--- src/ieb_pkg.sv ---
// package for the interrupt enable bank: register map, masks, reset values
// assumes an apb master with 32-bit data on the system clock
package ieb_pkg;
  localparam int APB_AW = 8;
  localparam int NWORD = 3;
  localparam int NSRC = 48;
  localparam int PRIO_W = 3;
  localparam int PRIO_REGS = 12;
  // word offsets (byte addresses)
  localparam logic [APB_AW-1:0] OFF_EN = 8'h00;
  localparam logic [APB_AW-1:0] OFF_FLAG = 8'h10;
  localparam logic [APB_AW-1:0] OFF_PRIO = 8'h20;
  localparam logic [APB_AW-1:0] OFF_END = 8'h50;
  localparam logic [APB_AW-1:0] FLAG_SPAN = 8'h10;
  // implemented bits per enable word, word 1 lowest
  localparam logic [15:0] MASK_WORD1 = 16'h000b;
  localparam logic [15:0] MASK_WORD2 = 16'hdfff;
  localparam logic [15:0] MASK_WORD3 = 16'ha7ff;
  localparam logic [NSRC-1:0] IMPL_MASK = {MASK_WORD3, MASK_WORD2, MASK_WORD1};
  localparam logic [15:0] EN_RESET = 16'h0000;
  localparam logic [15:0] FLAG_RESET = 16'h0000;
  localparam logic [PRIO_W-1:0] PRIO_RESET = 3'h4;
  localparam logic [PRIO_W-1:0] PRIO_OFF = 3'h0;
  localparam int PRIO_STRIDE = 4;
  // register kinds seen by the decoder
  typedef enum logic [1:0] {
    KIND_EN = 2'b00,
    KIND_FLAG = 2'b01,
    KIND_PRIO = 2'b11,
    KIND_NONE = 2'b10
  } ieb_kind_e;
  typedef struct packed {
    ieb_kind_e kind;
    logic [3:0] idx;
  } ieb_dec_s;
  typedef struct packed {
    logic psel;
    logic penable;
    logic pwrite;
    logic [APB_AW-1:0] paddr;
    logic [31:0] pwdata;
  } ieb_apb_req_s;
endpackage

--- src/ieb_word_slice.sv ---
// one 16-bit enable word with its flags and gated requests
// assumes strobes and events on the same clock as the bank
`timescale 1ns/1ps
`default_nettype none
module ieb_word_slice import ieb_pkg::*; #(
  parameter logic [15:0] MASK = 16'hffff
) (
  input wire logic clock,
  input wire logic rst,
  input wire logic ce,
  input wire logic en_we,
  input wire logic flag_we,
  input wire logic [15:0] wdata,
  input wire logic [15:0] src_event,
  input wire logic [15:0] prio_ok,
  output logic [15:0] enable,
  output logic [15:0] flag,
  output logic [15:0] req
);
  always_ff @(posedge clock) begin
    if (rst) begin
      enable <= EN_RESET;
    end else if (ce && en_we) begin
      enable <= wdata & MASK;
    end
  end

  // flag sets whatever the enable; set beats clear
  always_ff @(posedge clock) begin
    if (rst) begin
      flag <= FLAG_RESET;
    end else if (ce) begin
      flag <= ((flag_we ? wdata : flag) | src_event) & MASK;
    end
  end

  always_ff @(posedge clock) begin
    if (rst) begin
      req <= FLAG_RESET;
    end else if (ce) begin
      req <= flag & enable & prio_ok & MASK;
    end
  end
endmodule // ieb_word_slice
`default_nettype wire

--- src/ieb_top.sv ---
// interrupt enable bank: three enable words, flags, priorities, apb slave
// assumes apb master on the same clock; source events are same-clock pulses
//
// Summary of operation
// - an enable bit of one passes its source request, zero blocks it
// - enable bits are read/write and clear at reset
// - unimplemented bit positions always read back as zero
// - word 1 bits 3,1,0: pin change, twowire1 master, slave; bit 2 empty
// - word 2 high byte: timer6, xfer4, empty, compare8..5, capture6
// - word 2 low byte: capture5..3, xfer3, canbus1 event/rx, serial2 event/err
// - word 3 high: fault a, xfer5, encoder, pwm error, canbus2; 14,12,11 empty
// - word 3 low: canbus2 rx, ext4/3, timer9/8, twowire2 m/s, timer7
// - each source has a flag that reads one once it has requested
// - a three-bit priority of zero disables the source, seven is highest
`timescale 1ns/1ps
`default_nettype none
module ieb_top import ieb_pkg::*; #(
  parameter logic [PRIO_W-1:0] PRIO_INIT = PRIO_RESET
) (
  input wire logic clock,
  input wire logic rst,
  input wire logic ce,
  input wire ieb_apb_req_s apb,
  input wire logic [NSRC-1:0] src_event,
  output logic pready,
  output logic pslverr,
  output logic [31:0] prdata,
  output logic [NSRC-1:0] irq_req
);
  if (PRIO_INIT == PRIO_OFF) begin : g_bad_prio
    $error("reset priority must not disable the sources");
  end

  logic [PRIO_W-1:0] prio [NSRC];
  logic [NSRC-1:0] prio_ok;
  logic [NSRC-1:0] en_all;
  logic [NSRC-1:0] flag_all;
  ieb_dec_s dec;
  logic access;
  logic wr_fire;

  // map a byte address onto a register kind and word index
  function automatic ieb_dec_s decode(input logic [APB_AW-1:0] a);
    ieb_dec_s d;
    logic [APB_AW-1:0] rel;
    d.kind = KIND_NONE;
    d.idx = 4'h0;
    rel = 8'h00;
    if (a[1:0] == 2'b00) begin
      if (a < OFF_EN + 8'(NWORD * 4)) begin
        d.kind = KIND_EN;
        rel = a - OFF_EN;
      end else if (a >= OFF_FLAG && a < OFF_FLAG + 8'(NWORD * 4)) begin
        d.kind = KIND_FLAG;
        rel = a - OFF_FLAG;
      end else if (a >= OFF_PRIO && a < OFF_END) begin
        d.kind = KIND_PRIO;
        rel = a - OFF_PRIO;
      end
      d.idx = rel[5:2];
    end
    return d;
  endfunction

  // pack the four priority fields of one priority register
  function automatic logic [15:0] prio_word(input logic [3:0] k,
      input logic [NSRC*PRIO_W-1:0] p);
    logic [15:0] w;
    int s;
    w = 16'h0000;
    for (int j = 0; j < PRIO_STRIDE; j++) begin
      s = int'(k) * PRIO_STRIDE + j;
      if (IMPL_MASK[s]) begin
        w[j*PRIO_STRIDE +: PRIO_W] = p[s*PRIO_W +: PRIO_W];
      end
    end
    return w;
  endfunction

  assign dec = decode(apb.paddr);
  assign access = apb.psel && apb.penable;
  assign wr_fire = access && pready && apb.pwrite;

  // flatten priorities for the read function
  logic [NSRC*PRIO_W-1:0] prio_flat;
  always_comb begin
    for (int i = 0; i < NSRC; i++) begin
      prio_flat[i*PRIO_W +: PRIO_W] = prio[i];
    end
  end

  always_ff @(posedge clock) begin
    if (rst) begin
      for (int i = 0; i < NSRC; i++) begin
        prio[i] <= PRIO_INIT;
      end
    end else if (ce && wr_fire && dec.kind == KIND_PRIO) begin
      for (int i = 0; i < NSRC; i++) begin
        if (i / PRIO_STRIDE == int'(dec.idx) && IMPL_MASK[i]) begin
          prio[i] <= apb.pwdata[(i % PRIO_STRIDE) * PRIO_STRIDE +: PRIO_W];
        end
      end
    end
  end

  // source passes only with nonzero priority
  always_comb begin
    for (int i = 0; i < NSRC; i++) begin
      prio_ok[i] = IMPL_MASK[i] && (prio[i] != PRIO_OFF);
    end
  end

  for (genvar w = 0; w < NWORD; w++) begin : g_word
    ieb_word_slice #(
      .MASK(IMPL_MASK[w*16 +: 16])
    ) u_slice (
      .clock(clock),
      .rst(rst),
      .ce(ce),
      .en_we(wr_fire && dec.kind == KIND_EN && int'(dec.idx) == w),
      .flag_we(wr_fire && dec.kind == KIND_FLAG && int'(dec.idx) == w),
      .wdata(apb.pwdata[15:0]),
      .src_event(src_event[w*16 +: 16]),
      .prio_ok(prio_ok[w*16 +: 16]),
      .enable(en_all[w*16 +: 16]),
      .flag(flag_all[w*16 +: 16]),
      .req(irq_req[w*16 +: 16])
    );
  end

  // apb answer: pready one cycle into the access phase
  always_ff @(posedge clock) begin
    if (rst) begin
      pready <= 1'b0;
    end else if (ce) begin
      pready <= access && !pready;
    end
  end

  always_ff @(posedge clock) begin
    if (rst) begin
      prdata <= 32'h0000_0000;
      pslverr <= 1'b0;
    end else if (ce && access && !pready) begin
      pslverr <= dec.kind == KIND_NONE;
      prdata <= 32'h0000_0000;
      if (!apb.pwrite) begin
        case (dec.kind)
          KIND_EN: prdata[15:0] <= en_all[int'(dec.idx)*16 +: 16];
          KIND_FLAG: prdata[15:0] <= flag_all[int'(dec.idx)*16 +: 16];
          KIND_PRIO: prdata[15:0] <= prio_word(dec.idx, prio_flat);
          default: prdata <= 32'h0000_0000;
        endcase
      end
    end
  end

  // looked back on by the checks below
  logic [NSRC-1:0] gate_want;
  logic [15:0] flag_low;
  assign gate_want = flag_all & en_all & prio_ok;
  assign flag_low = flag_all[15:0];
endmodule // ieb_top
`default_nettype wire

--- config.mk ---
export PLATFORM = sky130hd
export DESIGN_NAME = ieb_top
export DESIGN_NICKNAME = d
export VERILOG_FILES = /design/src/ieb_pkg.sv /design/src/ieb_word_slice.sv /design/src/ieb_top.sv
export SDC_FILE = /design/constraint.sdc
export NUM_CORES = 1
export LEC_CHECK = 0
export BUFFER_PORTS_ARGS = -buffer_cell sky130_fd_sc_hd__buf_2
export CORE_MARGIN = 5
export CORE_UTILIZATION = 41
export DETAILED_ROUTE_END_ITERATION = 10
export PLACE_DENSITY = 0.7
export SYNTH_ARGS = -nofsm -noshare
export SYNTH_HDL_FRONTEND = slang
export SYNTH_SLANG_ARGS = --single-unit
--- constraint.sdc ---
create_clock -name clock -period 7.95 [get_ports clock]
set_input_delay 1.59 -clock clock [delete_from_list [all_inputs] [get_ports clock]]
set_output_delay 1.59 -clock clock [all_outputs]
set_load 0.1 [all_outputs]
==> results of run 1 <==
==> final timing paths <==
path             endpoint  slack (ps)
max          prio[0][114]        2970
min            prdata[11]         490
max reg2reg     prdata[4]        4840
min reg2reg    prdata[11]         490
==> cells by family after synthesis <==
group / count (synthesis) / share of synthesized area, %
and+or+nand+nor: 322 / 15.1
AOI/OAI and AO/OA: 230 / 17.5
DFF: 204 / 52.0
buffers and inverters: 102 / 5.55
muxes: 88 / 9.30
adders and majority gates: 4 / 0.519
other: 1 / 0.0389
==> layer usage <==
layer,vias up,GRT usage [%]
li1,3691,-
met1,3846,29.7
met2,497,37.1
met3,100,3.63
met4,0,10.8
met5,-,0
==> sequential cells by signal, indices dropped and copies added, names as in the netlist <==
register and count:
pslverr 1, g_word.u_slice.flag 31, g_word.u_slice.req 31, prio 93, g_word.u_slice.enable 31, prdata 16
pready 1
==> report_power, final <==
part / total, W / switching, W / internal, W
registers: 0.00115 / 0.0000252 / 0.00113
logic: 0.000222 / 0.000175 / 0.0000473
clock network: 0.00102 / 0.000421 / 0.000601
==> worst min-delay path, delay by kind of cell (launching register included) <==
family          cells  cell delay, ps
simple gates        1              70
flops               1             320
compound gates      1              60
==> cell usage in the layout, fill, tap and decap left out, drive strengths merged, types with 6 or more instances in the layout <==
| master | Yosys | routed |
|---|---|---|
| conb | 1 | 33 |
| dfxtp | 111 | 111 |
| mux2i | 84 | 84 |
| buf | 50 | 124 |
| nor2 | 150 | 150 |
| o311a | 31 | 31 |
| a211oi | 25 | 25 |
| or3 | 6 | 6 |
| a21oi | 53 | 53 |
| clkbuf | 37 | 27 |
| nand2 | 63 | 63 |
| nand3 | 18 | 18 |
| nor3 | 41 | 41 |
| a221oi | 7 | 7 |
| clkinv | 0 | 9 |
| o221ai | 8 | 8 |
| nor4 | 8 | 8 |
| o22ai | 27 | 27 |
| edfxtp | 93 | 93 |
| inv | 15 | 15 |
| o21ai | 21 | 21 |
| a22oi | 13 | 13 |
| nand2b | 19 | 19 |
==> cells in the mapped netlist, drive strengths merged, types with 21 or more instances <==
cell type / number / area share, %
nor2: 150 / 5.8
dfxtp: 111 / 23
edfxtp: 93 / 29
mux2i: 84 / 8.7
nand2: 63 / 2.5
a21oi: 53 / 2.7
buf: 50 / 3.5
nor3: 41 / 2.3
clkbuf: 37 / 1.4
o311a: 31 / 3.2
o22ai: 27 / 1.8
a211oi: 25 / 1.9
o21ai: 21 / 1.1
==> area by class of cell <==
| cell class | instances | area, sq um |
|---|---|---|
| flip-flops and latches | 204 | 5010 |
| clock inverters | 12 | 114 |
| fillers | 2200 | 12300 |
| multi-input cells | 677 | 4220 |
| inverters | 15 | 56.3 |
| clock buffers | 27 | 601 |
| well taps | 319 | 399 |
| repair buffers | 124 | 663 |
==> stage by stage <==
| step | power (W) | instances |
|---|---|---|
| after global placement | 0.00139 | 1339 |
| final | 0.00240 | 1378 |
| after detailed placement | 0.00140 | 1339 |
| after global routing | 0.00247 | 1378 |
| after CTS | 0.00241 | 1378 |
| after floorplan | 0.00134 | 983 |
==> impl_metrics.py, run 1 <==
metrics = {
    "logic_synthesis": {
        "yosysWarnings": 0,
        "synth.cell_area_sq_mm": 0.00965,
        "synth.distinct_cells": 68,
        "synthCells": 951,
        "synth-main-ff-cell": "dfxtp_1",
        "synth_edf_count": 93,
        "syn_avg_cell_area_sq_um": 10.1,
        "ys_seq_area_share_pct": 52.0,
        "ys_ff_latch": 204,
        "async_reset_ff_share_pct": 0,
    },
    "worst_setup_path": {
        "crit_start": "apb[37]",
        "crit_path_end_kind": "flip-flop",
        "start_kind": "input pin",
        "worst-path-buf-inv": 3,
        "crit_arrival_ps": 5100,
        "crit_type": "in -> reg",
        "worstPathMaxFanout": 17,
        "ff2ff_path_depth": 6,
        "crit_chain": "buf_2 -> inv_1 -> ha_1 -> or3b_4 -> a31o_2 -> a311oi_1 -> a21oi_1 -> buf_4 -> or3_1 -> o21bai_1",
        "slowest_stage": "o21bai_1",
        "cp_top_family": "compound AO/OA/AOI/OAI gates",
        "required_ps": 8070,
        "reg2reg_from": "pready",
        "crit_cells": 10,
        "cpPeakStageDelay_ps": 940,
    },
    "floorplanning": {
        "core_sq_mm": 0.0233,
        "die_h_microns": 163,
        "start_util_pct": 41.4,
        "io_pins": 176,
        "die_w_microns": 163,
        "core.rowCount": 56,
        "die_area_sq_mm": 0.0267,
    },
    "clock_tree": {
        "clock_latency_ps": 510,
        "cts_resized": 0,
        "htreeDepth": 1,
        "clk_path_buf_depth": 3,
        "cts_hold_buffers": 0,
        "cts_made_buffers": 22,
        "cts_sinks": 204,
        "cts_tree": "done",
        "clk_pin_slew_worst_paths_ps": 60,
        "root_buffer": "clkbuf_16",
        "cts_setup_buffers": 0,
    },
    "drt": {
        "antenna_left": 0,
        "wl_per_cell_microns": 22.7,
        "wl_met2_mm": 14.5,
        "first_iter_violations": 1105,
        "wl_met1_mm": 12.3,
        "avgViaCountPerCell": 5.90,
        "vias": 8134,
        "dr.pass1.iters": 6,
        "drcViolationCount": 0,
        "drt_wl_total_mm": 31.3,
        "highest_layer": "met4",
        "wl_met3_mm": 2.93,
    },
    "final_layout": {
        "utilization_pct": 47.4,
        "n_antenna_cell": 0,
        "drive_gt1_share_pct": 17.4,
        "fin_nets": 1142,
        "areaGrowthSynthToFinish_pct": 14.7,
        "postLayoutCellArea_sq_mm": 0.0111,
    },
    "timing": {
        "finalClockSkew_ps": 14.2,
        "post-route-period-util_pct": 62.7,
        "finalSetupViolCount": 0,
        "postLayoutSetupSlackWorst_ps": 2970,
        "relSlewSlack_pct": 10.7,
        "hold_viol_final": 0,
        "finalMaxSlewViolations": 0,
        "clock.fmax_ghz": 0.201,
        "min_period_ps": 4980,
        "fin_setup_tns_ps": 0,
        "hold_slack_ps": 485,
        "tightest_slew_ps": 1330,
        "rsz0062_at_grt": "no",
    },
    "global_route": {
        "antenna_found_initial": 0,
        "grt_pass1_vias": 7808,
        "grt_use_total_pct": 22.7,
        "grt_pass1_wl_mm": 46.4,
        "overflow": 0,
        "grt_max_degree": 92,
    },
    "min_path": {
        "hold_path.class": "reg -> reg",
        "whs_path_depth": 2,
        "min_from": "prdata[11]",
    },
    "status": {
        "status": "completed",
    },
    "flow_run": {
        "maxCapViolCount": 0,
    },
    "power": {
        "irDropWorstVdd_v": 0.000118,
        "pwr_density_cell_mw_per_mm2": 217,
        "power_leakage_nw": 4.15,
    },
    "placed_design": {
        "dp_hpwl_mm": 22.1,
        "gp_routability_congestion": 0.983,
        "place_area_sq_mm": 0.0104,
        "pre_cts_ws_ps": 2500,
        "io_buffers": 109,
    },
}
No activity file was read; power rests on OpenSTA's default activity.
==> inputs of run 2 (changes only) <==
Clock period 7.95 ns to 5.05 ns, I/O delays scaled along.
==> run 2 against run 1 <==
Effect of this change:
- utilization rose by 0.37 points
- sequential power rose by 58%
- global-route usage increased by 0.21 points
- combinational power is 60% higher
- largest power group unchanged
- worst hold slack improved by 1.8 ps
- cell count grew 1.2%
==> impl_metrics.py, run 2 (synthesis gave the netlist of run 1 again) <==
metrics = {
    "global_route": {
        "overflow": 0,
        "grt_pass1_wl_mm": 46.9,
        "antenna_found_initial": 0,
        "grt_use_total_pct": 23.0,
        "grt_max_degree": 75,
        "grt_pass1_vias": 7933,
    },
    "worst_setup_path": {
        "critPathCapture": "prio[0][104]",
        "cpPeakStageDelay_ps": 520,
        "crit_cells": 10,
        "ff2ff_path_depth": 6,
        "worstPathMaxFanout": 12,
        "crit_start": "apb[37]",
        "reg2reg_from": "pready",
        "required_ps": 5180,
        "crit_chain": "buf_2 -> inv_1 -> ha_1 -> or3b_4 -> a31o_2 -> a311oi_1 -> a21oi_1 -> nor2_1 -> nand2_1 -> nand2b_1",
        "crit_path_end_kind": "flip-flop",
        "start_kind": "input pin",
        "cp_top_family": "simple AND/OR/NAND/NOR gates",
        "rrSetupSlack_ps": 2380,
        "crit_arrival_ps": 4240,
        "worst-path-buf-inv": 2,
        "slowest_stage": "nand2b_1",
        "crit_type": "in -> reg",
        "regToRegEndpoint": "prio[0][104]",
    },
    "drt": {
        "wl_per_cell_microns": 22.7,
        "first_iter_violations": 1130,
        "drcViolationCount": 0,
        "vias": 8165,
        "antenna_left": 0,
        "avgViaCountPerCell": 5.85,
        "drt_wl_total_mm": 31.6,
        "dr.pass1.iters": 6,
    },
    "timing": {
        "min_period_ps": 4110,
        "fin_setup_tns_ps": 0,
        "clock.fmax_ghz": 0.243,
        "rsz0062_at_grt": "no",
        "tightest_slew_ps": 1000,
        "relSlewSlack_pct": 33.0,
        "post-route-period-util_pct": 81.4,
        "hold_slack_ps": 487,
        "hold_viol_final": 0,
        "finalClockSkew_ps": 8.52,
        "finalSetupViolCount": 0,
        "finalMaxSlewViolations": 0,
    },
    "clock_tree": {
        "cts_made_buffers": 22,
        "clk_pin_slew_worst_paths_ps": 60,
        "cts_hold_buffers": 0,
        "root_buffer": "clkbuf_16",
        "cts_setup_buffers": 0,
        "cts_tree": "done",
        "cts_sinks": 204,
        "clock_latency_ps": 510,
        "htreeDepth": 1,
        "clk_path_buf_depth": 3,
        "cts_resized": 0,
    },
    "placed_design": {
        "gp_routability_congestion": 0.964,
        "dp_hpwl_mm": 23.1,
        "dp_cells": 1355,
        "io_buffers": 109,
    },
    "power": {
        "power_leakage_nw": 4.20,
        "pwr_density_cell_mw_per_mm2": 330,
        "irDropWorstVdd_v": 0.000208,
    },
    "floorplanning": {
        "start_util_pct": 41.4,
        "core.rowCount": 56,
        "core_sq_mm": 0.0233,
        "io_pins": 176,
        "die_h_microns": 163,
        "die_w_microns": 163,
        "die_area_sq_mm": 0.0267,
    },
    "final_layout": {
        "n_antenna_cell": 0,
        "final_cell_mix": "150 x nor2_1, 111 x dfxtp_1, 107 x buf_2",
        "regMostFlops": "prio",
        "fin_cells": 1395,
        "layout_commonest_cell": "nor2_1",
        "fin_nets": 1158,
        "areaGrowthSynthToFinish_pct": 15.6,
        "drive_gt1_share_pct": 18.2,
        "largest_register_ffs": 93,
    },
    "flow_run": {
        "maxCapViolCount": 0,
    },
    "status": {
        "status": "completed",
    },
    "min_path": {
        "hold_path.class": "reg -> reg",
    },
}
run 2: report_power, final:
part / leakage, nW / switching [W] / total (W) / internal (W)
Combinational: 2.09 / 0.000277 / 0.000356 / 0.0000792
Clock: 0.327 / 0.000646 / 0.00151 / 0.000864
Sequential: 1.78 / 0.0000405 / 0.00182 / 0.00178
run 2: tightest hold or removal path: cells and delay by family (launching register included):
kind            cells  cell delay [ps]
flops               1              320
compound gates      1               60
simple gates        1               70
run 2: worst min-delay path by stage:
stage | startpoint | endpoint | slack [ps] | depth (start not counted)
after CTS | prdata[11] | prdata[11] | 490 | 2
final | prdata[15] | prdata[15] | 490 | 2
after floorplan | g_word[0].u_slice.flag[3] | g_word[0].u_slice.flag[3] | 480 | 2
after global placement | pslverr | pslverr | 470 | 2
after global routing | g_word[1].u_slice.req[5] | g_word[1].u_slice.req[5] | 520 | 2
after detailed placement | prdata[11] | prdata[11] | 480 | 2
run 2: stage by stage:
stage                     power [W]  utilization, %  setup WS [ps]  area [sq um]
after floorplan             0.00211               -            930          9770
after global placement      0.00220            45.0            594         10500
after detailed placement    0.00220            45.0            524         10500
after CTS                   0.00369            47.8           1050         11200
after global routing        0.00379            47.8            763         11200
final                       0.00368            47.8            941         11200
run 2: final cells by class:
class	instances	area [sq um]
well taps	319	399
inverters	15	56.3
clock buffers	32	629
repair buffers	140	796
multi-input cells	677	4220
clock inverters	8	38.8
fillers	2179	12200
flip-flops and latches	204	5010
run 2: routing by layer:
metal	track usage, %	part of all wire (%)
met3	3.43	8.7
met1	29.4	40
met2	37.5	46
met4	12.5	5.9
met5	0	0
